## config.mk

```make
export PLATFORM = sky130hd
export DESIGN_NAME = mpms_sideband
export DESIGN_NICKNAME = d
export VERILOG_FILES = /design/src/core/mpms_pkg.sv /design/src/core/mpms_sideband.sv
export VERILOG_INCLUDE_DIRS = /design/src /design/src/core
export SDC_FILE = /design/constraint.sdc
export NUM_CORES = 1
export LEC_CHECK = 0
export BUFFER_PORTS_ARGS = -buffer_cell sky130_fd_sc_hd__buf_2
export CORE_ASPECT_RATIO = 1.4
export CORE_MARGIN = 2
export CORE_UTILIZATION = 43
export DETAILED_ROUTE_END_ITERATION = 10
export GPL_TIMING_DRIVEN = 0
export PLACE_DENSITY = 0.69
export REMOVE_ABC_BUFFERS = 1
export SLEW_MARGIN = 5
export SYNTH_ARGS = -nofsm -noshare
export SYNTH_HDL_FRONTEND = slang
export SYNTH_SLANG_ARGS = --single-unit
export TNS_END_PERCENT = 1
```

## constraint.sdc

```tcl
create_clock -name aclk -period 2.6 [get_ports aclk]
set_input_delay 0.39 -clock aclk [delete_from_list [all_inputs] [get_ports aclk]]
set_output_delay 0.39 -clock aclk [all_outputs]
set_load 0.05 [all_outputs]
```

## src/core/mpms_defs.svh

```systemverilog
// Function
// - Type straps float or ground, low asserted
// - Watchdog expiry output asserts after timeout
// - Speaker control output drives external switch
// - Lid input active low, reported event
// - Sleep button active low, sleeps or wakes
// - Fan speed set by PWM duty
// - Tachometer gives two pulses per revolution
// - Presence input active high, default low
// - Four outputs, four pulled-up inputs
// - Power button falling edge wakes soft-off
// - Reset button low requests reset, reboot
// - Carrier reset output driven low resets
// - Suspend status asserts before low power
// - RAM suspend output low in S3
// - S4, S5 outputs low in state
// - Overtemp alarm low may trigger throttling
// - Overheat trip forces soft-off at once
`ifndef MPMS_DEFS_SVH
`define MPMS_DEFS_SVH
// Register byte offsets
`define MPMS_CTRL_OFS 8'h00
`define MPMS_GPO_OFS 8'h04
`define MPMS_FAN_OFS 8'h08
`define MPMS_WLOAD_OFS 8'h0C
`define MPMS_WKICK_OFS 8'h10
`define MPMS_STAT_OFS 8'h14
`define MPMS_EVT_OFS 8'h18
`define MPMS_TACH_OFS 8'h1C
// Control fields
`define MPMS_CTRL_BEEP 0
`define MPMS_CTRL_WDEN 1
`define MPMS_CTRL_TRIP 2
`define MPMS_CTRL_SREQ 3
`define MPMS_CTRL_TGT 5:4
// Event bits
`define MPMS_EV_LID 0
`define MPMS_EV_SLEEP 1
`define MPMS_EV_PWRKEY 2
`define MPMS_EV_RESET 3
`define MPMS_EV_WAKE 4
`define MPMS_EV_BATT 5
`define MPMS_EV_HOT 6
// Reset values
`define MPMS_WLOAD_RST 24'hFFFFFF
`define MPMS_FAN_RST 8'h80
// Timing
`define MPMS_CLK_NS 10
`define MPMS_WARN_NS 1000000
`define MPMS_TACH_NS 1000000000
`define MPMS_RST_PULSE 8'h64
`endif

```

## src/core/mpms_pkg.sv

```systemverilog
`default_nettype none
package mpms_pkg;
	// Power states of the module
	typedef enum logic [2:0] {MPMS_OFF, MPMS_RUN, MPMS_WARN, MPMS_RAM, MPMS_DISK} mpms_pstate_t;
	// Sideband inputs sampled from the carrier
	typedef struct packed {
		logic       power_good;
		logic [1:0] boot_sel_n;
		logic       cover_n;
		logic       sleep_n;
		logic [3:0] gpi;
		logic       presence;
		logic       tach;
		logic       hot_n;
		logic       pwrkey_n;
		logic       rstbtn_n;
		logic       wake_n;
		logic       batt_n;
	} mpms_pins_t;
endpackage : mpms_pkg
`default_nettype wire

```

## src/core/mpms_sideband.sv

```systemverilog
`include "mpms_defs.svh"
`default_nettype none
module mpms_sideband import mpms_pkg::*; #(
	parameter logic [3:0] STRAP_GND   = 4'h1,
	parameter int         WARN_CYCLES = (`MPMS_WARN_NS + `MPMS_CLK_NS - 1) / `MPMS_CLK_NS,
	parameter int         TACH_CYCLES = `MPMS_TACH_NS / `MPMS_CLK_NS
) (
	// Clock and reset
	input  wire logic        aclk,
	input  wire logic        aresetn,
	// AXI4-Lite write channels
	input  wire logic [7:0]  s_axi_awaddr,
	input  wire logic        s_axi_awvalid,
	output logic             s_axi_awready,
	input  wire logic [31:0] s_axi_wdata,
	input  wire logic [3:0]  s_axi_wstrb,
	input  wire logic        s_axi_wvalid,
	output logic             s_axi_wready,
	output logic [1:0]       s_axi_bresp,
	output logic             s_axi_bvalid,
	input  wire logic        s_axi_bready,
	// AXI4-Lite read channels
	input  wire logic [7:0]  s_axi_araddr,
	input  wire logic        s_axi_arvalid,
	output logic             s_axi_arready,
	output logic [31:0]      s_axi_rdata,
	output logic [1:0]       s_axi_rresp,
	output logic             s_axi_rvalid,
	input  wire logic        s_axi_rready,
	// Pin-out straps, open drain
	output logic             pinout_strap0_n_o,
	output logic             pinout_strap0_n_oe,
	output logic             pinout_strap1_n_o,
	output logic             pinout_strap1_n_oe,
	output logic             pinout_strap2_n_o,
	output logic             pinout_strap2_n_oe,
	output logic             compact_pinout_strap_n_o,
	output logic             compact_pinout_strap_n_oe,
	// Carrier inputs
	input  wire logic        power_good,
	input  wire logic        boot_select0_n,
	input  wire logic        boot_select1_n,
	input  wire logic        cover_closed_n,
	input  wire logic        sleep_button_n,
	input  wire logic [3:0]  general_in,
	input  wire logic        presence_assert,
	input  wire logic        fan_speed_pulse_in,
	input  wire logic        overtemp_alarm_n,
	input  wire logic        power_button_n,
	input  wire logic        reset_button_n,
	input  wire logic        wakeup_request_n,
	input  wire logic        battery_weak_n,
	// Module outputs
	output logic             speaker_drive,
	output logic             watchdog_expired_out,
	output logic             fan_speed_drive_o,
	output logic             fan_speed_drive_oe,
	output logic [3:0]       general_out,
	output logic             carrier_reset_out_n,
	output logic             lowpower_pending_n,
	output logic             ram_suspend_state_n,
	output logic             disk_suspend_state_n,
	output logic             soft_off_state_n,
	output logic             overheat_shutdown_n,
	output logic             throttle_active
);
	// Whole module state
	typedef struct packed {
		mpms_pins_t   s1;       // First sync stage
		mpms_pins_t   s2;       // Second sync stage
		mpms_pins_t   s3;       // Edge history
		logic         aw_got;   // Write address held
		logic         w_got;    // Write data held
		logic [7:0]   awaddr;   // Held write address
		logic [31:0]  wdata;    // Held write data
		logic [3:0]   wstrb;    // Held strobes
		logic         bvalid;   // Write answer pending
		logic [1:0]   bresp;    // Write answer code
		logic         rvalid;   // Read answer pending
		logic [1:0]   rresp;    // Read answer code
		logic [31:0]  rdata;    // Read data
		logic [5:0]   ctrl;     // Control register
		logic [3:0]   gpo;      // General outputs
		logic [7:0]   duty;     // Fan duty
		logic [23:0]  wload;    // Watchdog reload
		logic [23:0]  wcnt;     // Watchdog count
		logic         wexp;     // Watchdog expired
		logic [6:0]   events;   // Sticky events
		logic [7:0]   pwm_cnt;  // Fan PWM phase
		logic         pwm_hi;   // Fan line released
		logic [31:0]  twin;     // Tach window count
		logic [15:0]  tpul;     // Tach pulses this window
		logic [15:0]  trev;     // Revolutions last window
		mpms_pstate_t pst;      // Power state
		logic [1:0]   tgt;      // Pending sleep target
		logic [31:0]  wcyc;     // Warning time count
		logic [7:0]   rst_cnt;  // Carrier reset pulse
		logic         cb_rst;   // Carrier reset active
		logic         ram_act;  // S3 output active
		logic         disk_act; // S4 output active
		logic         off_act;  // S5 output active
		logic         pend_act; // Suspend status active
		logic         thr;      // Throttling
	} mpms_state_t;

	mpms_state_t r_reg;   // Registered state
	mpms_state_t r_next;  // Next state
	mpms_pins_t  pins;    // Raw pin vector

	// Gather raw pins
	assign pins = '{power_good, {boot_select1_n, boot_select0_n}, cover_closed_n, sleep_button_n,
		general_in, presence_assert, fan_speed_pulse_in, overtemp_alarm_n, power_button_n,
		reset_button_n, wakeup_request_n, battery_weak_n};

	// Next state logic
	always_comb begin
		logic [31:0] m;
		logic [6:0]  ev_set;
		logic [6:0]  ev_clr;
		logic        sreq;
		logic        wk;
		m = '0;
		ev_set = '0;
		ev_clr = '0;
		sreq = 1'b0;
		wk = 1'b0;
		r_next = r_reg;
		// Two-flop synchroniser plus history
		r_next.s1 = pins;
		r_next.s2 = r_reg.s1;
		r_next.s3 = r_reg.s2;
		// Write channels taken independently
		if (s_axi_awvalid && s_axi_awready) begin
			r_next.aw_got = 1'b1;
			r_next.awaddr = s_axi_awaddr;
		end
		if (s_axi_wvalid && s_axi_wready) begin
			r_next.w_got = 1'b1;
			r_next.wdata = s_axi_wdata;
			r_next.wstrb = s_axi_wstrb;
		end
		if (s_axi_bvalid && s_axi_bready) begin
			r_next.bvalid = 1'b0;
		end
		// Perform write once both halves held
		if (r_reg.aw_got && r_reg.w_got) begin
			m = {{8{r_reg.wstrb[3]}}, {8{r_reg.wstrb[2]}}, {8{r_reg.wstrb[1]}}, {8{r_reg.wstrb[0]}}};
			r_next.aw_got = 1'b0;
			r_next.w_got = 1'b0;
			r_next.bvalid = 1'b1;
			r_next.bresp = 2'h0;
			unique case ({r_reg.awaddr[7:2], 2'h0})
				`MPMS_CTRL_OFS: begin
					r_next.ctrl = (r_reg.ctrl & ~m[5:0]) | (r_reg.wdata[5:0] & m[5:0]);
					r_next.ctrl[`MPMS_CTRL_SREQ] = 1'b0;
					sreq = r_reg.wdata[`MPMS_CTRL_SREQ] & m[`MPMS_CTRL_SREQ];
				end
				`MPMS_GPO_OFS: r_next.gpo = (r_reg.gpo & ~m[3:0]) | (r_reg.wdata[3:0] & m[3:0]);
				`MPMS_FAN_OFS: r_next.duty = (r_reg.duty & ~m[7:0]) | (r_reg.wdata[7:0] & m[7:0]);
				`MPMS_WLOAD_OFS: r_next.wload = (r_reg.wload & ~m[23:0]) | (r_reg.wdata[23:0] & m[23:0]);
				`MPMS_WKICK_OFS: wk = 1'b1;
				`MPMS_EVT_OFS: ev_clr = r_reg.wdata[6:0] & m[6:0];
				`MPMS_STAT_OFS, `MPMS_TACH_OFS: r_next.bresp = 2'h0;
				default: r_next.bresp = 2'h2;
			endcase
		end
		// Read channel
		if (s_axi_rvalid && s_axi_rready) begin
			r_next.rvalid = 1'b0;
		end
		if (s_axi_arvalid && s_axi_arready) begin
			r_next.rvalid = 1'b1;
			r_next.rresp = 2'h0;
			r_next.rdata = '0;
			unique case ({s_axi_araddr[7:2], 2'h0})
				`MPMS_CTRL_OFS: r_next.rdata[5:0] = r_reg.ctrl;
				`MPMS_GPO_OFS: r_next.rdata[3:0] = r_reg.gpo;
				`MPMS_FAN_OFS: r_next.rdata[7:0] = r_reg.duty;
				`MPMS_WLOAD_OFS: r_next.rdata[23:0] = r_reg.wload;
				`MPMS_WKICK_OFS: r_next.rdata[23:0] = r_reg.wcnt;
				// Live state: pins, power state, flags
				`MPMS_STAT_OFS: r_next.rdata[14:0] = {r_reg.s2.batt_n, r_reg.wexp, r_reg.thr,
					r_reg.s2.boot_sel_n, r_reg.s2.presence, ~r_reg.s2.cover_n,
					r_reg.s2.gpi, r_reg.s2.power_good, r_reg.pst};
				`MPMS_EVT_OFS: r_next.rdata[6:0] = r_reg.events;
				`MPMS_TACH_OFS: r_next.rdata[15:0] = r_reg.trev;
				default: r_next.rresp = 2'h2;
			endcase
		end
		// Falling edges of active-low inputs become events
		ev_set[`MPMS_EV_LID] = r_reg.s3.cover_n & ~r_reg.s2.cover_n;
		ev_set[`MPMS_EV_SLEEP] = r_reg.s3.sleep_n & ~r_reg.s2.sleep_n;
		ev_set[`MPMS_EV_PWRKEY] = r_reg.s3.pwrkey_n & ~r_reg.s2.pwrkey_n;
		ev_set[`MPMS_EV_RESET] = r_reg.s3.rstbtn_n & ~r_reg.s2.rstbtn_n;
		ev_set[`MPMS_EV_WAKE] = r_reg.s3.wake_n & ~r_reg.s2.wake_n;
		ev_set[`MPMS_EV_BATT] = r_reg.s3.batt_n & ~r_reg.s2.batt_n;
		ev_set[`MPMS_EV_HOT] = r_reg.s3.hot_n & ~r_reg.s2.hot_n;
		// Set beats a simultaneous clear
		r_next.events = (r_reg.events & ~ev_clr) | ev_set;
		// Throttle while the alarm is held low
		r_next.thr = ~r_reg.s2.hot_n;
		// Watchdog countdown, expiry sticky until kick
		if (wk) begin
			r_next.wcnt = r_reg.wload;
			r_next.wexp = 1'b0;
		end else if (r_reg.ctrl[`MPMS_CTRL_WDEN] && r_reg.wcnt != 24'h0) begin
			r_next.wcnt = r_reg.wcnt - 24'h1;
		end
		if (r_reg.ctrl[`MPMS_CTRL_WDEN] && r_reg.wcnt == 24'h1) begin
			r_next.wexp = 1'b1;
		end
		// Fan PWM, line released while phase below duty
		r_next.pwm_cnt = r_reg.pwm_cnt + 8'h1;
		r_next.pwm_hi = r_reg.pwm_cnt < r_reg.duty;
		// Tach: count rising edges per window, two per turn
		if (r_reg.s2.tach && !r_reg.s3.tach) begin
			r_next.tpul = r_reg.tpul + 16'h1;
		end
		if (r_reg.twin == 32'h0) begin
			r_next.twin = 32'(TACH_CYCLES - 1);
			r_next.tpul = {15'h0, r_reg.s2.tach && !r_reg.s3.tach}; // Boundary edge not lost
			r_next.trev = {1'b0, r_reg.tpul[15:1]};
		end else begin
			r_next.twin = r_reg.twin - 32'h1;
		end
		// Reset button starts a carrier reset pulse
		if (ev_set[`MPMS_EV_RESET]) begin
			r_next.rst_cnt = `MPMS_RST_PULSE;
		end else if (r_reg.rst_cnt != 8'h0) begin
			r_next.rst_cnt = r_reg.rst_cnt - 8'h1;
		end
		// Power state machine
		unique case (r_reg.pst)
			MPMS_OFF: begin
				if (ev_set[`MPMS_EV_PWRKEY]) begin
					r_next.pst = MPMS_RUN;
				end
			end
			MPMS_RUN: begin
				if (sreq || ev_set[`MPMS_EV_SLEEP]) begin
					r_next.pst = MPMS_WARN;
					r_next.tgt = sreq ? r_reg.wdata[`MPMS_CTRL_TGT] : 2'h1;
					r_next.wcyc = 32'(WARN_CYCLES - 1);
				end
			end
			MPMS_WARN: begin
				if (r_reg.wcyc != 32'h0) begin
					r_next.wcyc = r_reg.wcyc - 32'h1;
				end else if (r_reg.tgt == 2'h1) begin
					r_next.pst = MPMS_RAM;
				end else if (r_reg.tgt == 2'h2) begin
					r_next.pst = MPMS_DISK;
				end else if (r_reg.tgt == 2'h3) begin
					r_next.pst = MPMS_OFF;
				end else begin
					r_next.pst = MPMS_RUN;
				end
			end
			MPMS_RAM, MPMS_DISK: begin
				if (ev_set[`MPMS_EV_PWRKEY] || ev_set[`MPMS_EV_SLEEP] || ev_set[`MPMS_EV_WAKE]) begin
					r_next.pst = MPMS_RUN;
				end
			end
			default: r_next.pst = MPMS_OFF;
		endcase
		// Overheat trip overrides everything
		if (r_reg.ctrl[`MPMS_CTRL_TRIP]) begin
			r_next.pst = MPMS_OFF;
		end
		// Registered state outputs
		r_next.ram_act = r_next.pst == MPMS_RAM;
		r_next.disk_act = r_next.pst == MPMS_DISK;
		r_next.off_act = r_next.pst == MPMS_OFF;
		r_next.pend_act = r_next.pst inside {MPMS_WARN, MPMS_RAM, MPMS_DISK};
		r_next.cb_rst = r_next.pst != MPMS_RUN || r_next.rst_cnt != 8'h0 || !r_reg.s2.power_good;
	end

	// State register, synchronous reset
	always_ff @(posedge aclk) begin
		if (!aresetn) begin
			r_reg <= '0;
			r_reg.duty <= `MPMS_FAN_RST;
			r_reg.wload <= `MPMS_WLOAD_RST;
			r_reg.wcnt <= `MPMS_WLOAD_RST;
			r_reg.off_act <= 1'b1;
			r_reg.cb_rst <= 1'b1;
		end else begin
			r_reg <= r_next;
		end
	end

	// Bus handshakes
	assign s_axi_awready = !r_reg.aw_got && !r_reg.bvalid;
	assign s_axi_wready = !r_reg.w_got && !r_reg.bvalid;
	assign s_axi_bvalid = r_reg.bvalid;
	assign s_axi_bresp = r_reg.bresp;
	assign s_axi_arready = !r_reg.rvalid;
	assign s_axi_rvalid = r_reg.rvalid;
	assign s_axi_rresp = r_reg.rresp;
	assign s_axi_rdata = r_reg.rdata;
	// Straps pull low where grounded, else float
	assign pinout_strap0_n_o = 1'b0;
	assign pinout_strap0_n_oe = STRAP_GND[0];
	assign pinout_strap1_n_o = 1'b0;
	assign pinout_strap1_n_oe = STRAP_GND[1];
	assign pinout_strap2_n_o = 1'b0;
	assign pinout_strap2_n_oe = STRAP_GND[2];
	assign compact_pinout_strap_n_o = 1'b0;
	assign compact_pinout_strap_n_oe = STRAP_GND[3];
	// Module outputs from flops, fan drive level tied low
	assign speaker_drive = r_reg.ctrl[`MPMS_CTRL_BEEP];
	assign watchdog_expired_out = r_reg.wexp;
	assign fan_speed_drive_o = 1'b0;
	assign fan_speed_drive_oe = ~r_reg.pwm_hi;
	assign general_out = r_reg.gpo;
	assign carrier_reset_out_n = ~r_reg.cb_rst;
	assign lowpower_pending_n = ~r_reg.pend_act;
	assign ram_suspend_state_n = ~r_reg.ram_act;
	assign disk_suspend_state_n = ~r_reg.disk_act;
	assign soft_off_state_n = ~r_reg.off_act;
	assign overheat_shutdown_n = ~r_reg.ctrl[`MPMS_CTRL_TRIP];
	assign throttle_active = r_reg.thr;
endmodule : mpms_sideband
`default_nettype wire

```

# ---- Word level (Yosys, flattened, before mapping)
# Index checks and enable logic that the tools add are counted.
dict set report op_classes {
  n_reduce_logical 49
  n_bitwise 43
  magnitude_cmp 1
  muxes 40
  n_addsub 6
  n_eq_ne 28
}
# cell n
set ops {}
lappend ops {{one-hot mux 32 bit (2 select lines)} 1}
lappend ops {{subtractor 32 x 1 -> 32 bit (second input constant)} 2}
lappend ops {{AND 24 bit} 2}
lappend ops {{== test 6 x 3 -> 1 bit (second input constant)} 8}
lappend ops {{two-way mux 24 bit} 2}
lappend ops {{two-way mux 37 bit} 1}
lappend ops {{two-way mux 35 bit} 1}
lappend ops {{zero test 32 bit} 1}
lappend ops {{two-way mux 32 bit} 1}
lappend ops {{one-hot mux 4 bit (8 select lines)} 1}
lappend ops {{nonzero test 32 bit} 1}
lappend ops {{one-hot mux 7 bit (4 select lines)} 1}
lappend ops {{two-way mux 27 bit} 1}
lappend ops {{== test 24 x 1 -> 1 bit (second input constant)} 1}
lappend ops {{== test 6 x 2 -> 1 bit (second input constant)} 4}
lappend ops {{inverter 24 bit} 1}
lappend ops {{bitwise OR 24 bit} 1}
lappend ops {{nonzero test 24 bit} 1}
lappend ops {{subtractor 24 x 1 -> 24 bit (second input constant)} 1}
lappend ops {{two-way mux 3 bit} 7}
lappend ops {{two-way mux 17 bit} 1}
lappend ops {{adder 16 x 1 -> 16 bit (second input constant)} 1}
lappend ops {{AND 8 bit} 2}
lappend ops {{two-way mux 8 bit} 2}
lappend ops {{other kinds (45)} 122}
dict set report totals {
  out_inout_bits 64
  ff_bits 303
  input_bits 75
  word_cells 233
}

# ---- Depth between registers and ports, before layout
dict set report logic_depth {
  depth_word 10
  depth_mapped 9
  depth_no_buf 8
}

# ---- Worst setup path after synthesis
# No wires, ideal clock.
dict set report synth_timing {
  path_kind {flip-flop to flip-flop}
  startpoint {register r_reg[34] in the netlist's numbering}
  endpoint {register r_reg[18] in the netlist's numbering}
  arrival_time_ns 2.389
  required_time_ns 2.512
  synth_period_minus_slack_ns 2.477
  setup_ns 0.088
  stages_incl_launch_ff 8
  slack_ns 0.123
  path_buffers 1
  path_cell_list {dfxtp_1 > or4_4 > or4_4 > buf_6 > or4_4 > nand3_1 > a21oi_1 > a311oi_2}
}
dict set report synth_via {
  elab_chain_cells 3
}
# item line_no
set synth_rtl {}
lappend synth_rtl {{start, declared} mpms_sideband.sv:106} ;# mpms_state_t r_reg;
lappend synth_rtl {{start signal, assigned} mpms_sideband.sv:288} ;# r_reg <= r_next;
lappend synth_rtl {{nonzero test 32 bit} mpms_sideband.sv:247} ;# if (r_reg.wcyc != 32'h0) begin
lappend synth_rtl {{!= test 2 bit (no source line)} -}
lappend synth_rtl {{AND reduction 3 bit (no source line)} -}
# No other way between the ends.
# A chain may end at the register's enable or synchronous reset.

# ---- Worst setup path after layout
dict set report layout_timing {
  startpoint {register r_reg[38] in the netlist's numbering}
  endpoint {register r_reg[29] in the netlist's numbering}
}
# The elaborated chain is that of the path after synthesis.

==> qor.csv <==
stage,metric,value,unit
run_status,status,"complete, no violations",
layout,multi_input_area,0.00660,mm2
power_and_ir_drop,leakage,5.98,nW
layout,seqCellArea,0.00599,mm2
critical_path,crit_buf_inv,0,
synth,ys_ff_latch,299,
synth,ys_seq_area_frac,0.455,
power_and_ir_drop,switching_power,3.64,mW
sta,slew_viol_final,0,
critical_path,slowest_stage,or4_4,
synth,syn-mean-instance-area,8.54,um2
layout,antenna_cells,0,
synth,synth.most_common_cell,dfxtp_1,
clock_network,cts_made_buffers,29,
power_and_ir_drop,power,12.2,mW
die,die_x,152,um
global_routing,grt_start_max_net_pins,89,
sta,setup_viol,0,
synth,synth.top_cells.by_count,"299 x dfxtp_1, 192 x nand2_1, 192 x nor2_1",
clock_network,clockBufferDepth,3,
power_and_ir_drop,power_frac_comb,0.207,
placement,dpl.cell_count,1931,
power_and_ir_drop,p_seq_frac,0.434,
drt,num_vias,10800,
layout,final_nets,1676,
clock_network,numClockSinks,299,
drt,routedLengthMet1,13300,um
global_routing,grt_first_pass_wirelength,52600,um
drt,highest_layer,met4,
placement,hpwl,22000,um
clock_network,cts_hold_buf,0,
drt,drtAntennaViolNets,0,
clock_network,htree_levels,1,
power_and_ir_drop,powerDensity,821,mW/mm2
die,die_area,0.0321,mm2
drt,totalWireLength,32000,um
clock_network,path_clk_slew,70,ps
power_and_ir_drop,internal_power,8.57,mW
critical_path,cp.arrival,3030,ps
synth,syn_area,0.0132,mm2
sta,rsz0062_at_grt,true,
critical_path,crit_path_cell_trace,or4_4 -> or4_4 -> or4_4 -> nand2_2 -> or3_1 -> o2111a_1,
sta,finalCritPeriodShare,0.979,
layout,area_growth,12.9,%
critical_path,path_class,register to register,
critical_path,slowest_delay,570,ps
die,start_util,0.438,
critical_path,endpoint_kind,register,
global_routing,grt_pass1_vias,10600,
placement,dpl-instance-area,0.0137,mm2
die,fp.dieH,211,um
synth,synth_cell_types,75,
die,coreArea,0.0300,mm2
drt,first_pass_iters,5,
critical_path,cp.required,3090,ps
global_routing,track_usage,0.197,
clock_network,root_buffer,clkbuf_16,
layout,stdcell_count,1992,
sta,slew-limit-headroom,0.202,
clock_network,cts_tree,done,
synth,synth_top_area_share,0.455,
global_routing,overflow,0,
synth,yosysWarnings,0,
drt,drt_iter0_drc,644,
drt,vias_per_cell,5.44,
layout,nFillCells,2883,
run,maxCapViolCount,0,
hold_path,hold_class,input pin to register,
synth,synth_largest_area_cell,dfxtp_1,
global_routing,antenna_found_initial,0,
power_and_ir_drop,p_sw_frac,0.298,
sta,tightest_slew,1190,ps
die,row_count,75,
sta,final_hold_viol_count,0,
synth,async_flop_share,0,
drt,route.met3.wl,1250,um
placement,port_buffers,106,
drt,post_drt_wl_per_cell,16.1,um
clock_network,clock_latency,550,ps
critical_path,cp_top_family,simple AND/OR/NAND/NOR gates,
critical_path,startpoint_type,register,
layout,drive_above_1_share,0.139,
sta,fin_crit,2550,ps
drt,remaining_drc_errors,0,
synth,synth-main-ff-cell,dfxtp_1,
synth,synth_edf_count,0,
layout,postLayoutCellArea,0.0149,mm2
power_and_ir_drop,clockPowerShare,0.358,
sta,finalSetupTns,0,ps
critical_path,cp_max_fo,8,
sta,finClkSkew,14.1,ps
die,pin_count,139,
sta,max_freq,393,MHz
drt,wl_met2,16400,um
placement,gp_congestion,0.813,
synth,synth.top_cells.by_area,"dfxtp_1 45%, nand2_1 5.5%, nor2_1 5.5%",
critical_path,crit_top_cell,or4_4,
synth,synthCells,1542,
power_and_ir_drop,irDropWorstVdd,0.666,mV
[power by group through the flow]
stage | clock (mW) | combinational, mW | sequential, mW
finish | 4.38 | 2.53 | 5.30
global route | 4.64 | 2.83 | 5.35
CTS | 4.46 | 2.49 | 5.29
detailed placement | 0 | 2.32 | 5.39
global placement | 0 | 2.25 | 5.37
floorplan | 0 | 1.75 | 5.37
[routing by layer]
metal,vias to the layer above,global-route usage
met3,64,0.0203
met1,5146,0.231
met5,-,0
met4,0,0.0796
met2,225,0.365
li1,5398,-
[cell families (layout without fill, tap and decap cells)]
group	count (synthesis)	in the layout	synth area share
flip-flops	299	299	0.455
AO/OA/AOI/OAI	256	256	0.126
adder cells (fa/ha/maj)	16	16	0.0152
buffers and inverters	158	204	0.0612
multiplexers	45	45	0.0354
AND/OR/NAND/NOR	693	695	0.258
XOR/XNOR	73	73	0.0486
other	2	19	0.000570
[area by class of cell]
type,instances,area share
multi-input cells,1104,0.444
flip-flops and latches,299,0.403
clock buffers,41,0.0579
repair buffers,117,0.0451
well taps,385,0.0324
clock inverters,12,0.00934
inverters,34,0.00892
[stage by stage]
stage	hold slack, ps	util	setup WS, ps
after global routing	15.7	0.495	-33.0
after CTS	6.72	0.492	-52.6
final	27.7	0.495	54.0
after global placement	415	0.452	-4090
after floorplan	407	-	-806
after detailed placement	417	0.456	-1800
[what timing repair did]
action	4_1_cts	5_1_grt
cloned	1	1
endpoints found under the setup margin	95	71
setup buffers	4	2
resized for setup	15	13
pin swaps	4	3
[placed cells by master, fill, tap and decap left out, types with 21 or more instances in the layout]
cell type / n
or4_1: 21
nor2_1: 189
xnor2_1: 36
a21oi_1: 95
dfxtp_1: 299
inv_1: 33
nand2_1: 190
buf_2: 105
nand3_1: 47
o21ai_0: 42
mux2i_1: 41
xor2_1: 37
clkbuf_16: 29
and2_1: 50
nor3_1: 43
[worst paths after layout]
path | slack [ps] | depth (start not counted) | to | start
worst max-delay path | 50 | 6 | r_reg[29]$_SDFFE_PN0P_ | r_reg[38]$_SDFFE_PN0P_
worst min-delay path | 30 | 2 | s_axi_rvalid$_SDFFE_PN0P_ | s_axi_rready
worst max register to register | 50 | 6 | r_reg[29]$_SDFFE_PN0P_ | r_reg[38]$_SDFFE_PN0P_
worst min register to register | 430 | 1 | r_next[282]$_SDFF_PN0_ | r_next[298]$_SDFF_PN0_
(Power assumes the default switching activity.)
